File: src/verilog/acs_pkg.sv
// Constants, types and layout of the converter sequencer
// Function
// RULE_01: Software clears the power-reduce bit so the converter is supplied and clocked.
// RULE_02: Writing one to start launches a conversion; hardware clears it when done.
// RULE_03: A channel change mid-conversion applies only after the running conversion.
// RULE_04: With auto-trigger, a selected trigger rising edge resets prescaler and starts conversion.
// RULE_05: Trigger still high at completion starts nothing; edges during conversion are ignored.
// RULE_06: A source flag must clear before its next event can trigger again.
// RULE_07: Complete flag as trigger free-runs, regardless of the flag being cleared.
// RULE_08: Software starts the first free-running conversion by writing the start bit.
// RULE_09: Start bit still works with auto-trigger and reads one during any conversion.
// RULE_10: Prescaler divides by selected ratio, runs while enabled, held reset otherwise.
// RULE_11: A software start begins at the next converter clock rising edge.
// RULE_12: Normal conversion takes 13 converter cycles; first after enable takes 25.
// RULE_13: Sample-and-hold at 1.5 cycles normally, 13.5 cycles for the first.
// RULE_14: Completion writes result, sets flag and clears start in single mode.
// RULE_15: Auto-triggered: sample at 2 cycles after trigger, conversion 13.5 cycles.
// RULE_16: Free-running: restarts at once, sample at 2.5 cycles, 14 cycles each.
// RULE_17: Selection buffer copies to active selection until a conversion starts, then locks.
// RULE_18: Copying resumes in the last converter cycle before completion.
// RULE_19: Software waits one converter cycle after start before changing selection.
// RULE_20: With auto-trigger, software changes selection only in the safe windows.
// RULE_21: Free-run channel change after first result affects the conversion after next.
// RULE_22: Reference is supply or internal; discard first result after switching.
// RULE_23: Selections reach the converter only while the converter is enabled.
// RULE_24: Trigger source chosen by three-bit field, bits 2 to 0 of control B.
// RULE_25: Selected trigger is synchronised and edge-detected before starting.
// RULE_26: Prescaler ratio is a field defaulting to the largest ratio.
package acs_pkg;

    // ------------------------------------------------------------
    // Register map
    // ------------------------------------------------------------
    localparam logic [7:0] ACS_CTRL_A_OFS = 8'h00;
    localparam logic [7:0] ACS_CTRL_B_OFS = 8'h04;
    localparam logic [7:0] ACS_SEL_OFS    = 8'h08;
    localparam logic [7:0] ACS_STAT_OFS   = 8'h0C;
    localparam logic [7:0] ACS_RES_OFS    = 8'h10;

    // ------------------------------------------------------------
    // Field positions
    // ------------------------------------------------------------
    localparam int CA_EN_BIT    = 0;
    localparam int CA_START_BIT = 1;
    localparam int CA_AUTO_BIT  = 2;
    localparam int CA_FLAG_BIT  = 3;
    localparam int CA_PS_LSB    = 4;
    localparam int CB_TS_LSB    = 0;
    localparam int CB_PRR_BIT   = 7;
    localparam int SEL_CH_LSB   = 0;
    localparam int SEL_REF_BIT  = 3;
    localparam int ST_SEL_LSB   = 0;
    localparam int ST_FIRST_BIT = 4;
    localparam int ST_BUSY_BIT  = 5;

    // ------------------------------------------------------------
    // Reset values and the free-running trigger source
    // ------------------------------------------------------------
    localparam logic [2:0] PS_RST  = 3'h7;
    localparam logic [2:0] TS_RST  = 3'h0;
    localparam logic       PRR_RST = 1'b1;
    localparam logic [2:0] TS_FREE = 3'h0;

    // ------------------------------------------------------------
    // Timing in converter half cycles
    // ------------------------------------------------------------
    localparam logic [5:0] HC_NORM_SH  = 6'h03;
    localparam logic [5:0] HC_NORM_LEN = 6'h1A;
    localparam logic [5:0] HC_FRST_SH  = 6'h1B;
    localparam logic [5:0] HC_FRST_LEN = 6'h32;
    localparam logic [5:0] HC_AUTO_SH  = 6'h04;
    localparam logic [5:0] HC_AUTO_LEN = 6'h1B;
    localparam logic [5:0] HC_FREE_SH  = 6'h05;
    localparam logic [5:0] HC_FREE_LEN = 6'h1C;
    localparam logic [5:0] HC_LAST     = 6'h02;

    typedef enum logic [0:0] {
        ST_IDLE = 1'b0,
        ST_CONV = 1'b1
    } acs_state_e;

    typedef struct packed {
        logic       ref_sel;
        logic [2:0] channel;
    } acs_sel_s;

    typedef struct packed {
        logic [5:0] sh;
        logic [5:0] len;
    } acs_timing_s;

endpackage

File: src/verilog/acs_prescaler.sv
// Converter clock prescaler giving rising and falling tick enables
`timescale 1ns/1ps
module acs_prescaler
    import acs_pkg::*;
(
    // Clock and reset
    input  wire logic       clk,
    input  wire logic       nrst,
    // Control
    input  wire logic       run,
    input  wire logic       restart,
    input  wire logic [2:0] ps,
    // Ticks
    output logic            rise_tick,
    output logic            fall_tick
);

    logic [7:0] cnt_r;
    logic [7:0] cnt_nxt;
    logic [7:0] last;

    // Divide by 2 << ps
    assign last = 8'((9'h002 << ps) - 9'h001);

    always_comb begin
        if (!run || restart) begin
            cnt_nxt = 8'h00; // RULE_10 RULE_04
        end else if (cnt_r >= last) begin
            // A lower ratio mid-count must not run on to the wrap
            cnt_nxt = 8'h00;
        end else begin
            cnt_nxt = cnt_r + 8'h01;
        end
    end

    always_ff @(posedge clk) begin
        if (!nrst) begin
            cnt_r <= 8'h00;
        end else begin
            cnt_r <= cnt_nxt;
        end
    end

    assign rise_tick = run && !restart && (cnt_r == last); // RULE_10
    assign fall_tick = run && !restart && (cnt_r == (last >> 1));

    a_held_idle: // RULE_10
    assert property (@(posedge clk) disable iff (!nrst)
        !run |=> (cnt_r == 8'h00) && !rise_tick)
    else $error("prescaler ran while disabled");

    a_tick_apart: // RULE_10
    assert property (@(posedge clk) disable iff (!nrst)
        rise_tick |=> !rise_tick)
    else $error("rising ticks back to back");

endmodule

File: src/verilog/acs_sequencer.sv
// Conversion sequencer with AXI4-Lite register slave
//
// Added by the designer: the address map and register access over AXI4-Lite.
`timescale 1ns/1ps
module acs_sequencer
    import acs_pkg::*;
(
    // Clock and reset
    input  wire logic        clk,
    input  wire logic        nrst,
    // AXI4-Lite write
    input  wire logic [7:0]  s_axi_awaddr,
    input  wire logic        s_axi_awvalid,
    output logic             s_axi_awready,
    input  wire logic [31:0] s_axi_wdata,
    input  wire logic [3:0]  s_axi_wstrb,
    input  wire logic        s_axi_wvalid,
    output logic             s_axi_wready,
    output logic [1:0]       s_axi_bresp,
    output logic             s_axi_bvalid,
    input  wire logic        s_axi_bready,
    // AXI4-Lite read
    input  wire logic [7:0]  s_axi_araddr,
    input  wire logic        s_axi_arvalid,
    output logic             s_axi_arready,
    output logic [31:0]      s_axi_rdata,
    output logic [1:0]       s_axi_rresp,
    output logic             s_axi_rvalid,
    input  wire logic        s_axi_rready,
    // Trigger sources, bit 0 unused
    input  wire logic [7:0]  trig_in,
    // Analog core
    input  wire logic [9:0]  core_result,
    output acs_sel_s         core_sel,
    output logic             core_sample,
    output logic             core_busy,
    output logic             core_rise
);

    // ------------------------------------------------------------
    // Bus slave and configuration
    // ------------------------------------------------------------
    logic        aw_hold_r, aw_hold_nxt, w_hold_r, w_hold_nxt;
    logic [7:0]  waddr_r, waddr_nxt;
    logic [7:0]  wbyte_r, wbyte_nxt;
    logic        wstb_r, wstb_nxt;
    logic        bvalid_r, bvalid_nxt, rvalid_r, rvalid_nxt;
    logic [1:0]  bresp_r, bresp_nxt, rresp_r, rresp_nxt;
    logic [31:0] rdata_r, rdata_nxt;
    logic        en_r, en_nxt, auto_r, auto_nxt, prr_r, prr_nxt;
    logic [2:0]  ps_r, ps_nxt, ts_r, ts_nxt;
    acs_sel_s    buf_r, buf_nxt;
    logic        do_write, wr_a, wr_start, wr_flag_clr;

    // Conversion group
    acs_state_e  state_r, state_nxt;
    logic [5:0]  hc_r, hc_nxt;
    acs_timing_s tm_r, tm_nxt;
    logic        start_r, start_nxt, flag_r, flag_nxt;
    logic        first_r, first_nxt, samp_r, samp_nxt;
    logic [9:0]  res_r, res_nxt;
    acs_sel_s    act_r, act_nxt;
    logic [2:0]  tsync_r, tsync_nxt;
    logic        conv_on, half, rise, fall, done, locked;
    logic        free_mode, auto_go, soft_go, trig_edge, pre_restart;

    function automatic logic mapped(input logic [7:0] a);
        mapped = (a[7:2] == ACS_CTRL_A_OFS[7:2]) ||
                 (a[7:2] == ACS_CTRL_B_OFS[7:2]) ||
                 (a[7:2] == ACS_SEL_OFS[7:2])    ||
                 (a[7:2] == ACS_STAT_OFS[7:2])   ||
                 (a[7:2] == ACS_RES_OFS[7:2]);
    endfunction

    assign s_axi_awready = !aw_hold_r && !bvalid_r;
    assign s_axi_wready  = !w_hold_r && !bvalid_r;
    assign s_axi_arready = !rvalid_r;
    assign s_axi_bvalid  = bvalid_r;
    assign s_axi_bresp   = bresp_r;
    assign s_axi_rvalid  = rvalid_r;
    assign s_axi_rresp   = rresp_r;
    assign s_axi_rdata   = rdata_r;

    // Both halves held before the register changes
    assign do_write    = aw_hold_r && w_hold_r && !bvalid_r;
    assign wr_a        = do_write && wstb_r &&
                         (waddr_r[7:2] == ACS_CTRL_A_OFS[7:2]);
    assign wr_start    = wr_a && wbyte_r[CA_START_BIT];
    assign wr_flag_clr = wr_a && wbyte_r[CA_FLAG_BIT];

    always_comb begin
        aw_hold_nxt = aw_hold_r;
        w_hold_nxt  = w_hold_r;
        waddr_nxt   = waddr_r;
        wbyte_nxt   = wbyte_r;
        wstb_nxt    = wstb_r;
        bvalid_nxt  = bvalid_r;
        bresp_nxt   = bresp_r;
        rvalid_nxt  = rvalid_r;
        rresp_nxt   = rresp_r;
        rdata_nxt   = rdata_r;
        en_nxt      = en_r;
        auto_nxt    = auto_r;
        ps_nxt      = ps_r;
        ts_nxt      = ts_r;
        prr_nxt     = prr_r;
        buf_nxt     = buf_r;
        if (s_axi_awvalid && s_axi_awready) begin
            aw_hold_nxt = 1'b1;
            waddr_nxt   = s_axi_awaddr;
        end
        if (s_axi_wvalid && s_axi_wready) begin
            w_hold_nxt = 1'b1;
            wbyte_nxt  = s_axi_wdata[7:0];
            wstb_nxt   = s_axi_wstrb[0];
        end
        if (do_write) begin
            aw_hold_nxt = 1'b0;
            w_hold_nxt  = 1'b0;
            bvalid_nxt  = 1'b1;
            bresp_nxt   = mapped(waddr_r) ? 2'h0 : 2'h2;
            if (wstb_r) begin
                case (waddr_r[7:2])
                    ACS_CTRL_A_OFS[7:2]: begin
                        en_nxt   = wbyte_r[CA_EN_BIT];
                        auto_nxt = wbyte_r[CA_AUTO_BIT];
                        ps_nxt   = wbyte_r[CA_PS_LSB +: 3]; // RULE_26
                    end
                    ACS_CTRL_B_OFS[7:2]: begin
                        ts_nxt  = wbyte_r[CB_TS_LSB +: 3]; // RULE_24
                        prr_nxt = wbyte_r[CB_PRR_BIT];
                    end
                    ACS_SEL_OFS[7:2]: begin
                        // Buffer writable at any time
                        buf_nxt.channel = wbyte_r[SEL_CH_LSB +: 3]; // RULE_17
                        buf_nxt.ref_sel = wbyte_r[SEL_REF_BIT];
                    end
                    default: begin
                    end
                endcase
            end
        end
        if (bvalid_r && s_axi_bready) begin
            bvalid_nxt = 1'b0;
        end
        if (s_axi_arvalid && s_axi_arready) begin
            rvalid_nxt = 1'b1;
            rresp_nxt  = mapped(s_axi_araddr) ? 2'h0 : 2'h2;
            rdata_nxt  = 32'h0000_0000;
            case (s_axi_araddr[7:2])
                ACS_CTRL_A_OFS[7:2]: begin
                    rdata_nxt[CA_EN_BIT]     = en_r;
                    rdata_nxt[CA_START_BIT]  = start_r; // RULE_09
                    rdata_nxt[CA_AUTO_BIT]   = auto_r;
                    rdata_nxt[CA_FLAG_BIT]   = flag_r;
                    rdata_nxt[CA_PS_LSB +: 3] = ps_r;
                end
                ACS_CTRL_B_OFS[7:2]: begin
                    rdata_nxt[CB_TS_LSB +: 3] = ts_r;
                    rdata_nxt[CB_PRR_BIT]     = prr_r;
                end
                ACS_SEL_OFS[7:2]: begin
                    rdata_nxt[3:0] = buf_r;
                end
                ACS_STAT_OFS[7:2]: begin
                    rdata_nxt[ST_SEL_LSB +: 4] = act_r;
                    rdata_nxt[ST_FIRST_BIT]    = first_r;
                    rdata_nxt[ST_BUSY_BIT]     = (state_r == ST_CONV);
                end
                ACS_RES_OFS[7:2]: begin
                    rdata_nxt[9:0] = res_r;
                end
                default: begin
                end
            endcase
        end
        if (rvalid_r && s_axi_rready) begin
            rvalid_nxt = 1'b0;
        end
    end

    always_ff @(posedge clk) begin
        if (!nrst) begin
            aw_hold_r <= 1'b0;
            w_hold_r  <= 1'b0;
            waddr_r   <= 8'h00;
            wbyte_r   <= 8'h00;
            wstb_r    <= 1'b0;
            bvalid_r  <= 1'b0;
            bresp_r   <= 2'h0;
            rvalid_r  <= 1'b0;
            rresp_r   <= 2'h0;
            rdata_r   <= 32'h0000_0000;
            en_r      <= 1'b0;
            auto_r    <= 1'b0;
            ps_r      <= PS_RST; // RULE_26
            ts_r      <= TS_RST;
            prr_r     <= PRR_RST;
            buf_r     <= '0;
        end else begin
            aw_hold_r <= aw_hold_nxt;
            w_hold_r  <= w_hold_nxt;
            waddr_r   <= waddr_nxt;
            wbyte_r   <= wbyte_nxt;
            wstb_r    <= wstb_nxt;
            bvalid_r  <= bvalid_nxt;
            bresp_r   <= bresp_nxt;
            rvalid_r  <= rvalid_nxt;
            rresp_r   <= rresp_nxt;
            rdata_r   <= rdata_nxt;
            en_r      <= en_nxt;
            auto_r    <= auto_nxt;
            ps_r      <= ps_nxt;
            ts_r      <= ts_nxt;
            prr_r     <= prr_nxt;
            buf_r     <= buf_nxt;
        end
    end

    // ------------------------------------------------------------
    // Conversion sequencing
    // ------------------------------------------------------------
    // Power-reduce gates the whole converter, enable or not
    assign conv_on   = en_r && !prr_r; // RULE_01 RULE_10
    assign half      = rise || fall;
    assign free_mode = auto_r && (ts_r == TS_FREE);
    assign trig_edge = tsync_r[1] && !tsync_r[2]; // RULE_25 RULE_06
    // Edges while busy fall on the idle-only start path
    assign auto_go   = conv_on && auto_r && !free_mode && trig_edge &&
                       (state_r == ST_IDLE); // RULE_04 RULE_05
    assign soft_go   = conv_on && start_r && rise &&
                       (state_r == ST_IDLE) && !auto_go; // RULE_11
    assign pre_restart = auto_go;
    assign done      = (state_r == ST_CONV) && half &&
                       (hc_r + 6'h01 == tm_r.len);
    assign locked    = (state_r == ST_CONV) &&
                       (hc_r < tm_r.len - HC_LAST); // RULE_18

    acs_prescaler u_pre (
        .clk       (clk),
        .nrst      (nrst),
        .run       (conv_on),
        .restart   (pre_restart),
        .ps        (ps_r),
        .rise_tick (rise),
        .fall_tick (fall)
    );

    always_comb begin
        state_nxt = state_r;
        hc_nxt    = hc_r;
        tm_nxt    = tm_r;
        start_nxt = start_r;
        flag_nxt  = flag_r;
        first_nxt = first_r;
        res_nxt   = res_r;
        act_nxt   = act_r;
        samp_nxt  = 1'b0;
        // Synchroniser then edge register
        tsync_nxt = {tsync_r[1:0], trig_in[ts_r]}; // RULE_25
        if (wr_start && conv_on) begin
            start_nxt = 1'b1; // RULE_02 RULE_09
        end
        if (wr_flag_clr) begin
            flag_nxt = 1'b0;
        end
        // Only copy while enabled and not locked
        if (conv_on && !locked) begin
            act_nxt = buf_r; // RULE_17 RULE_23 RULE_03 RULE_21
        end
        case (state_r)
            ST_IDLE: begin
                if (auto_go) begin
                    state_nxt = ST_CONV;
                    hc_nxt    = 6'h00;
                    start_nxt = 1'b1; // RULE_09
                    tm_nxt.sh  = first_r ? HC_FRST_SH  : HC_AUTO_SH;
                    tm_nxt.len = first_r ? HC_FRST_LEN : HC_AUTO_LEN; // RULE_15
                end else if (soft_go) begin
                    state_nxt = ST_CONV;
                    hc_nxt    = 6'h00;
                    tm_nxt.sh  = first_r ? HC_FRST_SH  : HC_NORM_SH; // RULE_13
                    tm_nxt.len = first_r ? HC_FRST_LEN : HC_NORM_LEN; // RULE_12
                end
            end
            ST_CONV: begin
                if (half) begin
                    hc_nxt   = hc_r + 6'h01;
                    samp_nxt = (hc_r + 6'h01 == tm_r.sh); // RULE_13
                end
                if (done) begin
                    res_nxt   = core_result; // RULE_14
                    flag_nxt  = 1'b1; // Set wins over a same-cycle clear
                    first_nxt = 1'b0;
                    if (free_mode) begin
                        hc_nxt = 6'h00; // RULE_07 RULE_16
                        tm_nxt = '{HC_FREE_SH, HC_FREE_LEN};
                    end else begin
                        state_nxt = ST_IDLE;
                        start_nxt = 1'b0; // RULE_14 RULE_02
                    end
                end
            end
            default: begin
                state_nxt = ST_IDLE;
            end
        endcase
        // Disable aborts and re-arms the long first conversion
        if (!conv_on) begin
            state_nxt = ST_IDLE;
            start_nxt = 1'b0;
            first_nxt = 1'b1; // RULE_12
            samp_nxt  = 1'b0;
        end
    end

    always_ff @(posedge clk) begin
        if (!nrst) begin
            state_r <= ST_IDLE;
            hc_r    <= 6'h00;
            tm_r    <= '{HC_NORM_SH, HC_NORM_LEN};
            start_r <= 1'b0;
            flag_r  <= 1'b0;
            first_r <= 1'b1;
            samp_r  <= 1'b0;
            res_r   <= 10'h000;
            act_r   <= '0;
            tsync_r <= 3'h0;
        end else begin
            state_r <= state_nxt;
            hc_r    <= hc_nxt;
            tm_r    <= tm_nxt;
            start_r <= start_nxt;
            flag_r  <= flag_nxt;
            first_r <= first_nxt;
            samp_r  <= samp_nxt;
            res_r   <= res_nxt;
            act_r   <= act_nxt;
            tsync_r <= tsync_nxt;
        end
    end

    assign core_sel    = act_r;
    assign core_sample = samp_r;
    assign core_busy   = (state_r == ST_CONV);
    assign core_rise   = rise;

    // ------------------------------------------------------------
    // Checks
    // ------------------------------------------------------------
    a_busy_start: // RULE_09
    assert property (@(posedge clk) disable iff (!nrst)
        (state_r == ST_CONV) |-> start_r)
    else $error("start bit low during conversion");

    a_single_end: // RULE_14
    assert property (@(posedge clk) disable iff (!nrst)
        (done && !free_mode && conv_on) |=>
        !start_r && flag_r && (state_r == ST_IDLE))
    else $error("single completion did not clear start");

    a_free_rerun: // RULE_07
    assert property (@(posedge clk) disable iff (!nrst)
        (done && free_mode && conv_on) |=>
        (state_r == ST_CONV) && (tm_r.len == HC_FREE_LEN) && (hc_r == 6'h00))
    else $error("free running did not restart");

    a_first_long: // RULE_12
    assert property (@(posedge clk) disable iff (!nrst)
        (done && first_r) |-> (tm_r.len == HC_FRST_LEN))
    else $error("first conversion length wrong");

    a_sel_locked: // RULE_03
    assert property (@(posedge clk) disable iff (!nrst)
        ($past(locked) && locked) |-> $stable(act_r))
    else $error("selection changed while locked");

    a_sel_gated: // RULE_23
    assert property (@(posedge clk) disable iff (!nrst)
        !conv_on |=> $stable(act_r))
    else $error("selection applied while disabled");

    a_auto_start: // RULE_04
    assert property (@(posedge clk) disable iff (!nrst)
        auto_go |=> (state_r == ST_CONV) && (hc_r == 6'h00) && start_r)
    else $error("trigger edge did not start conversion");

    a_edge_ignored: // RULE_05
    assert property (@(posedge clk) disable iff (!nrst)
        ((state_r == ST_CONV) && !half && conv_on) |=>
        (hc_r == $past(hc_r)) && (state_r == ST_CONV))
    else $error("conversion disturbed between converter edges");

    a_sample_point: // RULE_13
    assert property (@(posedge clk) disable iff (!nrst)
        samp_r |-> ($past(hc_r) + 6'h01 == tm_r.sh))
    else $error("sample pulse off its point");

endmodule
File: config.mk
export PLATFORM = sky130hd
export DESIGN_NAME = acs_sequencer
export DESIGN_NICKNAME = d
export VERILOG_FILES = /design/src/verilog/acs_pkg.sv /design/src/verilog/acs_prescaler.sv /design/src/verilog/acs_sequencer.sv
export SDC_FILE = /design/constraint.sdc
export NUM_CORES = 1
export LEC_CHECK = 0
export CORE_MARGIN = 4
export CORE_UTILIZATION = 28
export CTS_BUF_LIST = sky130_fd_sc_hd__clkbuf_8
export CTS_CLUSTER_DIAMETER = 30
export DETAILED_ROUTE_END_ITERATION = 8
export DONT_BUFFER_PORTS = 1
export PLACE_DENSITY = 0.53
export SYNTH_ARGS = -nofsm -noshare
export SYNTH_HDL_FRONTEND = slang
export SYNTH_SLANG_ARGS = --single-unit
export TNS_END_PERCENT = 50
File: constraint.sdc
create_clock -name clk -period 4.92 [get_ports clk]
set_clock_uncertainty 0.15 [all_clocks]
set_input_delay 0.246 -clock clk [delete_from_list [all_inputs] [get_ports clk]]
set_output_delay 0.246 -clock clk [all_outputs]
set_load 0.05 [all_outputs]
# Word level (Yosys, flattened, before mapping)
# Index checks and enable logic that the tools add are counted.
dict set report op_classes {
  n_addsub 4
  n_lt_le_gt_ge 3
  n_eq_ne 15
  shift 1
  n_mux 38
  bitwise_logic 2
  reduce_logical 66
}
# operator count
set ops {}
lappend ops {{$mux W12} 4}
lappend ops {{$mux W6} 7}
lappend ops {{$logic_and A1 B1 Y1} 32}
lappend ops {{$eq A6 B2 Y1 const B} 4}
lappend ops {{$pmux W12 S2} 1}
lappend ops {{$pmux W3 S5} 1}
lappend ops {{$eq A6 B1 Y1 const B} 2}
lappend ops {{$eq A6 B3 Y1 const B} 2}
lappend ops {{$eq A6 B6 Y1} 2}
lappend ops {{$logic_not A6 Y1} 2}
lappend ops {{$mux W1} 12}
lappend ops {{$pmux W6 S2} 1}
lappend ops {{$reduce_and A3 Y1} 4}
lappend ops {{$logic_not A1 Y1} 10}
lappend ops {{$logic_or A1 B1 Y1} 10}
lappend ops {{$mux W5} 2}
lappend ops {{$add A8 B1 Y8 const B} 1}
lappend ops {{$eq A8 B7 Y1} 1}
lappend ops {{$eq A8 B8 Y1} 1}
lappend ops {{$ge A8 B8 Y1} 1}
lappend ops {{$pmux W1 S2} 4}
lappend ops {{$shl A2 B3 Y8 const A} 1}
lappend ops {{$sub A8 B1 Y8 const B} 1}
lappend ops {{$add A6 B1 Y6 const B} 1}
lappend ops {{other kinds (15)} 22}
dict set report word_totals {
  regBits 96
  input_bits 77
  output_inout_bits 48
  wordCells 159
}

# Depth between registers and ports, before layout
# Gate-level depths: netlist (run 1).
dict set report depth {
  ltp_word 15
  depth_mapped 18
  mapped_depth_nobuf 14
}

# Hierarchy
# A second synthesis (run 1) with hierarchy kept.
dict set report hier_totals {
  hier_cells 498
  area_unflattened_um2 4777.1
}
# mod n_inst cells_per_inst area_per_inst_um2 seq_area_each_um2
set by_module_without_submodules {}
lappend by_module_without_submodules {acs_sequencer 1 417 4065.1 1601.5}
lappend by_module_without_submodules {acs_prescaler 1 81 711.9 160.2}

# Worst setup path before layout (run 1)
# Ideal clock, no wire load.
dict set report synth_timing {
  path_type {register to register}
  startpoint {register ps_r[2]}
  endpoint {register hc_r[5]}
  setup_ps 70
  arrival_ps 3313
  required_time_ps 4700
  path_slack_ps 1388
  stages_incl_launch_ff 16
  path_buffers 2
  synth_period_minus_slack_ps 3532
  cell_sequence {dfxtp_1 -> buf_2 -> nor3_2 -> inv_1 -> ha_1 -> buf_2 -> nor4b_1 -> a221o_1 -> inv_1 -> ha_1 -> nand4_1 -> nor4_1 -> nor2_1 -> a22o_4 -> or4_4 -> a21oi_2}
}
dict set report synth_via {
  elab_chain_len 9
  elab_cells_between_ends 17
  cone_classes {add/sub (1); eq/ne (3); shift (1); mux (4); reduce/logical (8)}
}
# item line
set synth_rtl {}
lappend synth_rtl {{start: declaration} acs_sequencer.sv:51} ;# logic [2:0] ps_r, ps_nxt, ts_r, ts_nxt;
lappend synth_rtl {{start signal: assignment} acs_sequencer.sv:213} ;# ps_r <= ps_nxt;
lappend synth_rtl {{$shl A2 B3 Y8 *} acs_prescaler.sv:23} ;# assign last = 8'((9'h002 << ps) - 9'h001);
lappend synth_rtl {{$sub A8 B1 Y8 *} acs_prescaler.sv:23}
lappend synth_rtl {{$eq A8 B8 Y1 / $eq A8 B7 Y1 (equally long branches)} {acs_prescaler.sv:44, acs_prescaler.sv:45}}
lappend synth_rtl {{$logic_and A1 B1 Y1, on equally long branches} {acs_prescaler.sv:44, acs_prescaler.sv:45}}
lappend synth_rtl {{$logic_or A1 B1 Y1} acs_sequencer.sv:225} ;# assign half = rise || fall;
lappend synth_rtl {{$mux W6 / $logic_and A1 B1 Y1 (equally long branches)} {acs_sequencer.sv:287, acs_sequencer.sv:234}}
lappend synth_rtl {{$mux W6 / $logic_and A1 B1 Y1 (equally long branches)} {acs_sequencer.sv:295, acs_sequencer.sv:234}}
lappend synth_rtl {{$mux W6} acs_sequencer.sv:291} ;# if (done) begin
lappend synth_rtl {{$pmux W6 S2} acs_sequencer.sv:271} ;# case (state_r)
lappend synth_rtl {{end signal: assignment} acs_sequencer.sv:331} ;# hc_r <= hc_nxt;
lappend synth_rtl {{end: declaration} acs_sequencer.sv:57} ;# logic [5:0] hc_r, hc_nxt;
# Mark *: on every way between the ends. The rest lies on a longest branch, timed or not.
# A chain may end at the register's enable or synchronous reset.

# Worst setup path in the final report (run 1)
dict set report layout_timing {
  startpoint {register ps_r[0]}
  endpoint {register hc_r[5]}
}
# The elaborated chain is that of the path after synthesis.

==> metrics.cfg, run 1 <==
[placed_design]
place_hpwl_um=8220
dpl.cell_count=710
io_buffers=0
place_ws_ns=1.01
place_congestion=0.749

[clock_tree]
post_cts_buffers=0
clock_path_buffers=2
clock-root-buffer=clkbuf_8
cts_tree=built
cts_hold_buf=34
clkLatencyLatePin_ns=0.38
clock-sinks=88
cts_max_level=3
cts.reportedPaths.clkPinSlew_ns=0.09
cts_resized=0
cts_buffers=9

[global_route]
grt_usage_pct=12.8
globalRouteOverflowTotal=0
grt_max_degree=54
antenna_found_initial=0
grt_pass1_wl_um=18500
grt_pass1_vias=3564

[routing]
drtIter0Drc=162
ant_nets=0
vias=3562
wirelength_um=11200
via_per_inst=4.69
dr.pass1.iters=4
drc=0
dr.max_layer_used=met4
wl_met2_um=5360
wire_per_inst_um=14.7
wl_met1_um=5030
route.met3.wl_um=666

[cells_and_area]
area_delta_synth_final_pct=13.8
drive_gt1_share_pct=6.07
fin_nets=633
stdcell_count=760
fill_cells=1680
antenna_cells=0
multi_input_area_um2=2540
fin_util_pct=32.6
regArea_um2=1760

[power_and_ir_drop]
leakage_uw=0.00202
p_int_uw=1060
switching_power_uw=401
p_seq_share_pct=51.7
pwr-share-clk_pct=39.2
p_comb_share_pct=9.0
netSwitchingFraction_pct=27.4
pwr_density_cell_nw_per_um2=281
ir_worst_vdd_v=0.000210

[min_path]
hold_class=primary input to flop
hold_depth=2

[logic_synthesis]
synth_ff_type=dfxtp_1
yosysTopAreaCellShare_pct=38.5
synth_edf_count=0
ys_async_sr_fraction_pct=0
postSynthAreaPerCell_um2=8.81
yosysTopAreaCell=dfxtp_1
ys_seq_elements=88
synth_cell_types=60
synth.area.top_cells=dfxtp_1 39%, mux2i_1 8.8%, nor2_1 6.4%
netlist_area_um2=4570
ys_warn_count=0
yosysSeqAreaShare_pct=38.5
synthCells=519

[timing]
slew_headroom_pct=26.3
tightest_slew_ns=1.10
fmax_ghz=0.252
setup_tns_ns=0
worst_slack_ns=0.948
slew_violations=0
setup_viol=0
finalHoldViolCount=0
rsz0062_at_grt=no
post-route-min-period_ns=3.97
period_share_pct=80.7

[run]
max_cap_viol_count=0

[floorplan]
die-area_um2=18400
ioPinCount=125
dieHeight_um=136
start_util_pct=28.7
num_rows=46
core_area_um2=15900
die_w_um=136

[worst_setup_path]
crit_fanout=11
crit_type=flop to flop
worst_setup_path_end_kind=flop
crit_arrival_ns=4.13
required_ns=5.08
r2r_cells=13
worstSetupStartpointType=flop

[run_status]
status=finished, final reports clean

layout by cell type (no fill, tap or decap), drive strengths merged, types with 5 or more instances in the layout:
cell	synthesis	final
dfxtp	88	88
nor2	78	78
mux2i	40	40
a21oi	35	35
dlygate4sd3	0	34
nand2	33	33
conb	1	24
inv	16	19
xnor2	18	18
ha	17	17
o21ai	16	16
nand3	15	15
xor2	11	11
clkbuf	17	9
nand2b	9	9
nor3	7	7
and2	7	7
nor2b	6	6
nand4	6	6
a22oi	5	5
a21o	5	5
area by class of cell:
class,instances,share of cell area (%)
Multi-Input combinational cell,390,48.9
Clock buffer,9,2.38
Clock inverter,7,1.95
Sequential cell,88,33.9
Timing Repair Buffer,34,6.54
Tap cell,216,5.20
Inverter,16,1.15
cell families after synthesis:
group | Yosys count | synth area share, %
fa+ha+maj | 17 | 4.65
flops | 88 | 38.5
simple gates | 188 | 20.3
mux | 46 | 10.7
other cells | 1 | 0.0820
compound gates | 85 | 11.9
xor+xnor | 30 | 6.05
buf+inv | 64 | 7.72
power groups by stage:
stage / clock [µW] / sequential, µW / combinational, µW
2_1_floorplan: 0 / 768 / 117
3_3_place_gp: 0 / 773 / 106
3_5_place_dp: 0 / 774 / 107
4_1_cts: 594 / 757 / 132
5_1_grt: 623 / 760 / 144
6_report: 574 / 757 / 132
registers in the layout (all words and copies together), names as in the netlist, 3 cells and up:
signal and flops:
res_r 10, ps_r 3, ts_r 3, core_sel 4, tsync_r 3, s_axi_rdata 10
u_pre.cnt_r 8, waddr_r 6, buf_r 4, wbyte_r 8, hc_r 6, tm_r 8
worst max-delay path, cell delays in order, from the launching register on:
cell	delay, ns
dfxtp_1	0.43
nor3_2	0.32
inv_1	0.08
ha_1	0.34
nor4b_1	0.30
a221o_1	0.21
inv_1	0.06
ha_1	0.30
nand4_1	0.14
nor4_1	0.44
nor2_1	0.26
a22o_4	0.35
or4_4	0.42
a21oi_2	0.13
Yosys cell counts, drive strengths merged, types with 6 or more instances:
cell,number
nand4,6
inv,16
nor3,7
nand2,33
clkbuf,17
nor2,78
ha,17
and2,7
xor2,11
nand2b,9
nor2b,6
xnor2,18
o21ai,16
a21oi,35
mux2i,40
buf,31
dfxtp,88
nand3,15
stage by stage:
step	total power (µW)	instance area [µm²]	hold slack, ns
3_3_place_gp	879	4630	0.167
2_1_floorplan	885	4660	0.196
6_report	1460	5200	0.0209
4_1_cts	1480	5200	0.0000971
5_1_grt	1530	5200	0.0203
3_5_place_dp	881	4630	0.172
routing by layer:
| metal | GRT usage [%] | vias up |
|---|---|---|
| met3 | 4.68 | 10 |
| met4 | 3.47 | 0 |
| li1 | - | 1783 |
| met1 | 15.5 | 1685 |
| met5 | 0 | - |
| met2 | 21.3 | 84 |
path summary, 6_finish.rpt:
path / startpoint / to / slack, ns
max: ps_r[0] / hc_r[5] / 0.95
min: s_axi_wvalid / w_hold_r / 0.02
max reg2reg: ps_r[0] / hc_r[5] / 0.95
min reg2reg: tsync_r[0] / tsync_r[1] / 0.29
Power figures use the tool's default switching activity.
==> run 2, diff against run 1 <==
- clock period: 4.92 -> 3.74 ns (I/O delays scaled with it)
==> run 2 against run 1 <==
Net effect: total power is 37% higher; critical endpoint is now core_rise; critical path depth stayed put; final cell count is 1.4% higher; non-clock buffer count is 11 higher; combinational power is 36% higher; flip-flop and latch count stayed put; sequential power is 31% higher; clock-buffer cell count stayed put; first-iteration DRC count is 9.3% lower.
==> metrics.cfg, run 2 (synthesis gave the netlist of run 1 again) <==
[run_status]
status=finished, final reports clean

[placed_design]
place_congestion=0.758
io_buffers=0
place_hpwl_um=8400

[cells_and_area]
fin_nets=644
fin_util_pct=33.5
layout_common_cells=87 x dfxtp_1, 78 x nor2_1, 40 x mux2i_1, 36 x dlygate4sd3_1
drive_gt1_share_pct=8.11
final_common_cell=dfxtp_1
antenna_cells=0
area_delta_synth_final_pct=16.9

[global_route]
grt_pass1_vias=3694
gr-usage-met3_pct=3.34
grt.met1_usage_pct=16.9
grt_max_degree=54
antenna_found_initial=0
grt_usage_pct=13.1
grt_pass1_wl_um=19200
busiest_layer=met2
globalRouteOverflowTotal=0
gr-usage-met2_pct=21.4

[worst_setup_path]
crit_type=flop to output pin
path_buf_inv=4
worstSetupStartpointType=flop
cpMaxStageDelayCell=dfxtp_2
cpPeakStageDelay_ns=0.39
required_ns=3.40
path_delay_family=simple AND/OR/NAND/NOR gates
crit_fanout=10
worst_setup_path_end_kind=output pin
crit_chain=nor3_4 -> inv_1 -> ha_1 -> nor4b_2 -> a221o_1 -> inv_1 -> ha_1 -> nand4_1 -> nor2_1 -> nand4_1 -> nand2b_1 -> buf_4 -> clkinvlp_4
crit_arrival_ns=3.15

[clock_tree]
cts_max_level=3
post_cts_buffers=0
clkLatencyLatePin_ns=0.37
cts_tree=built
clock_path_buffers=2
clock-root-buffer=clkbuf_8
cts.reportedPaths.clkPinSlew_ns=0.09
clock-sinks=88
cts_buffers=9

[timing]
finalHoldViolCount=0
rsz0062_at_grt=no
setup_viol=0
period_share_pct=93.2
fmax_ghz=0.287
post-route-min-period_ns=3.49
tightest_slew_ns=1.04
slew_violations=0
hold_slack_ns=0.00906
setup_tns_ns=0
slew_headroom_pct=30.2

[power_and_ir_drop]
ir_worst_vdd_v=0.000257
power_uw=2000
leakage_uw=0.00209
pwr_density_cell_nw_per_um2=374

[routing]
via_per_inst=4.74
drtIter0Drc=147
dr.pass1.iters=4
drc=0
wirelength_um=11600
wire_per_inst_um=15.0
ant_nets=0
vias=3653

[floorplan]
ioPinCount=125
start_util_pct=28.7
die-area_um2=18400
die_w_um=136
dieHeight_um=136
core_area_um2=15900
num_rows=46

[min_path]
hold_class=primary input to flop

[run]
max_cap_viol_count=0

run 2: power breakdown:
part	leakage (µW)	switching [µW]	internal, µW
sequential	0.000713	38.0	957
combinational	0.00125	121	58.7
clock	0.000124	371	451
total	0.00209	530	1470
run 2: tightest hold or removal path, cell delays in order:
cell and delay, ns:
a22oi_1 0.05, nor2_1 0.09, a21oi_1 0.05, a21oi_1 0.10
run 2: cell type report:
class                           instances  area (µm²)
Tap cell                              216         270
Fill cell                            1677       10600
Timing Repair Buffer                   45         440
Inverter                               16        63.8
Multi-Input combinational cell        390        2550
Clock buffer                            9         124
Clock inverter                          7         125
Sequential cell                        88        1760
run 2: metal layers:
layer	wire length, µm	share of wire, %	vias up
met5	0	0	-
met4	168	1.4	0
met3	727	6.3	13
met2	5500	47	88
met1	5200	45	1741
li1	-	-	1811
run 2: metrics by stage:
| step | setup WS (ns) | cells | cell area [µm²] |
|---|---|---|---|
| 2_1_floorplan | 0.208 | 542 | 4660 |
| 3_3_place_gp | 0.250 | 719 | 4710 |
| 3_5_place_dp | 0.277 | 719 | 4710 |
| 4_1_cts | 0.0305 | 771 | 5320 |
| 5_1_grt | 0.0124 | 771 | 5340 |
| 6_report | 0.254 | 771 | 5340 |
run 2: final timing paths:
path	start	end	slack [ns]	cells past startpoint
hold reg to reg	tsync_r[0]	tsync_r[1]	0.30	1
hold / removal	s_axi_araddr[3]	s_axi_rdata[0]	0.009	4
setup / recovery	ps_r[1]	core_rise	0.25	13
setup reg to reg	ps_r[1]	hc_r[5]	0.29	13
run 2: timing repair:
item	4_1_cts	5_1_grt
endpoints found under the setup margin	0	14
hold buffers	36	0
hold endpoints to repair	55	0
gates resized for setup	0	4
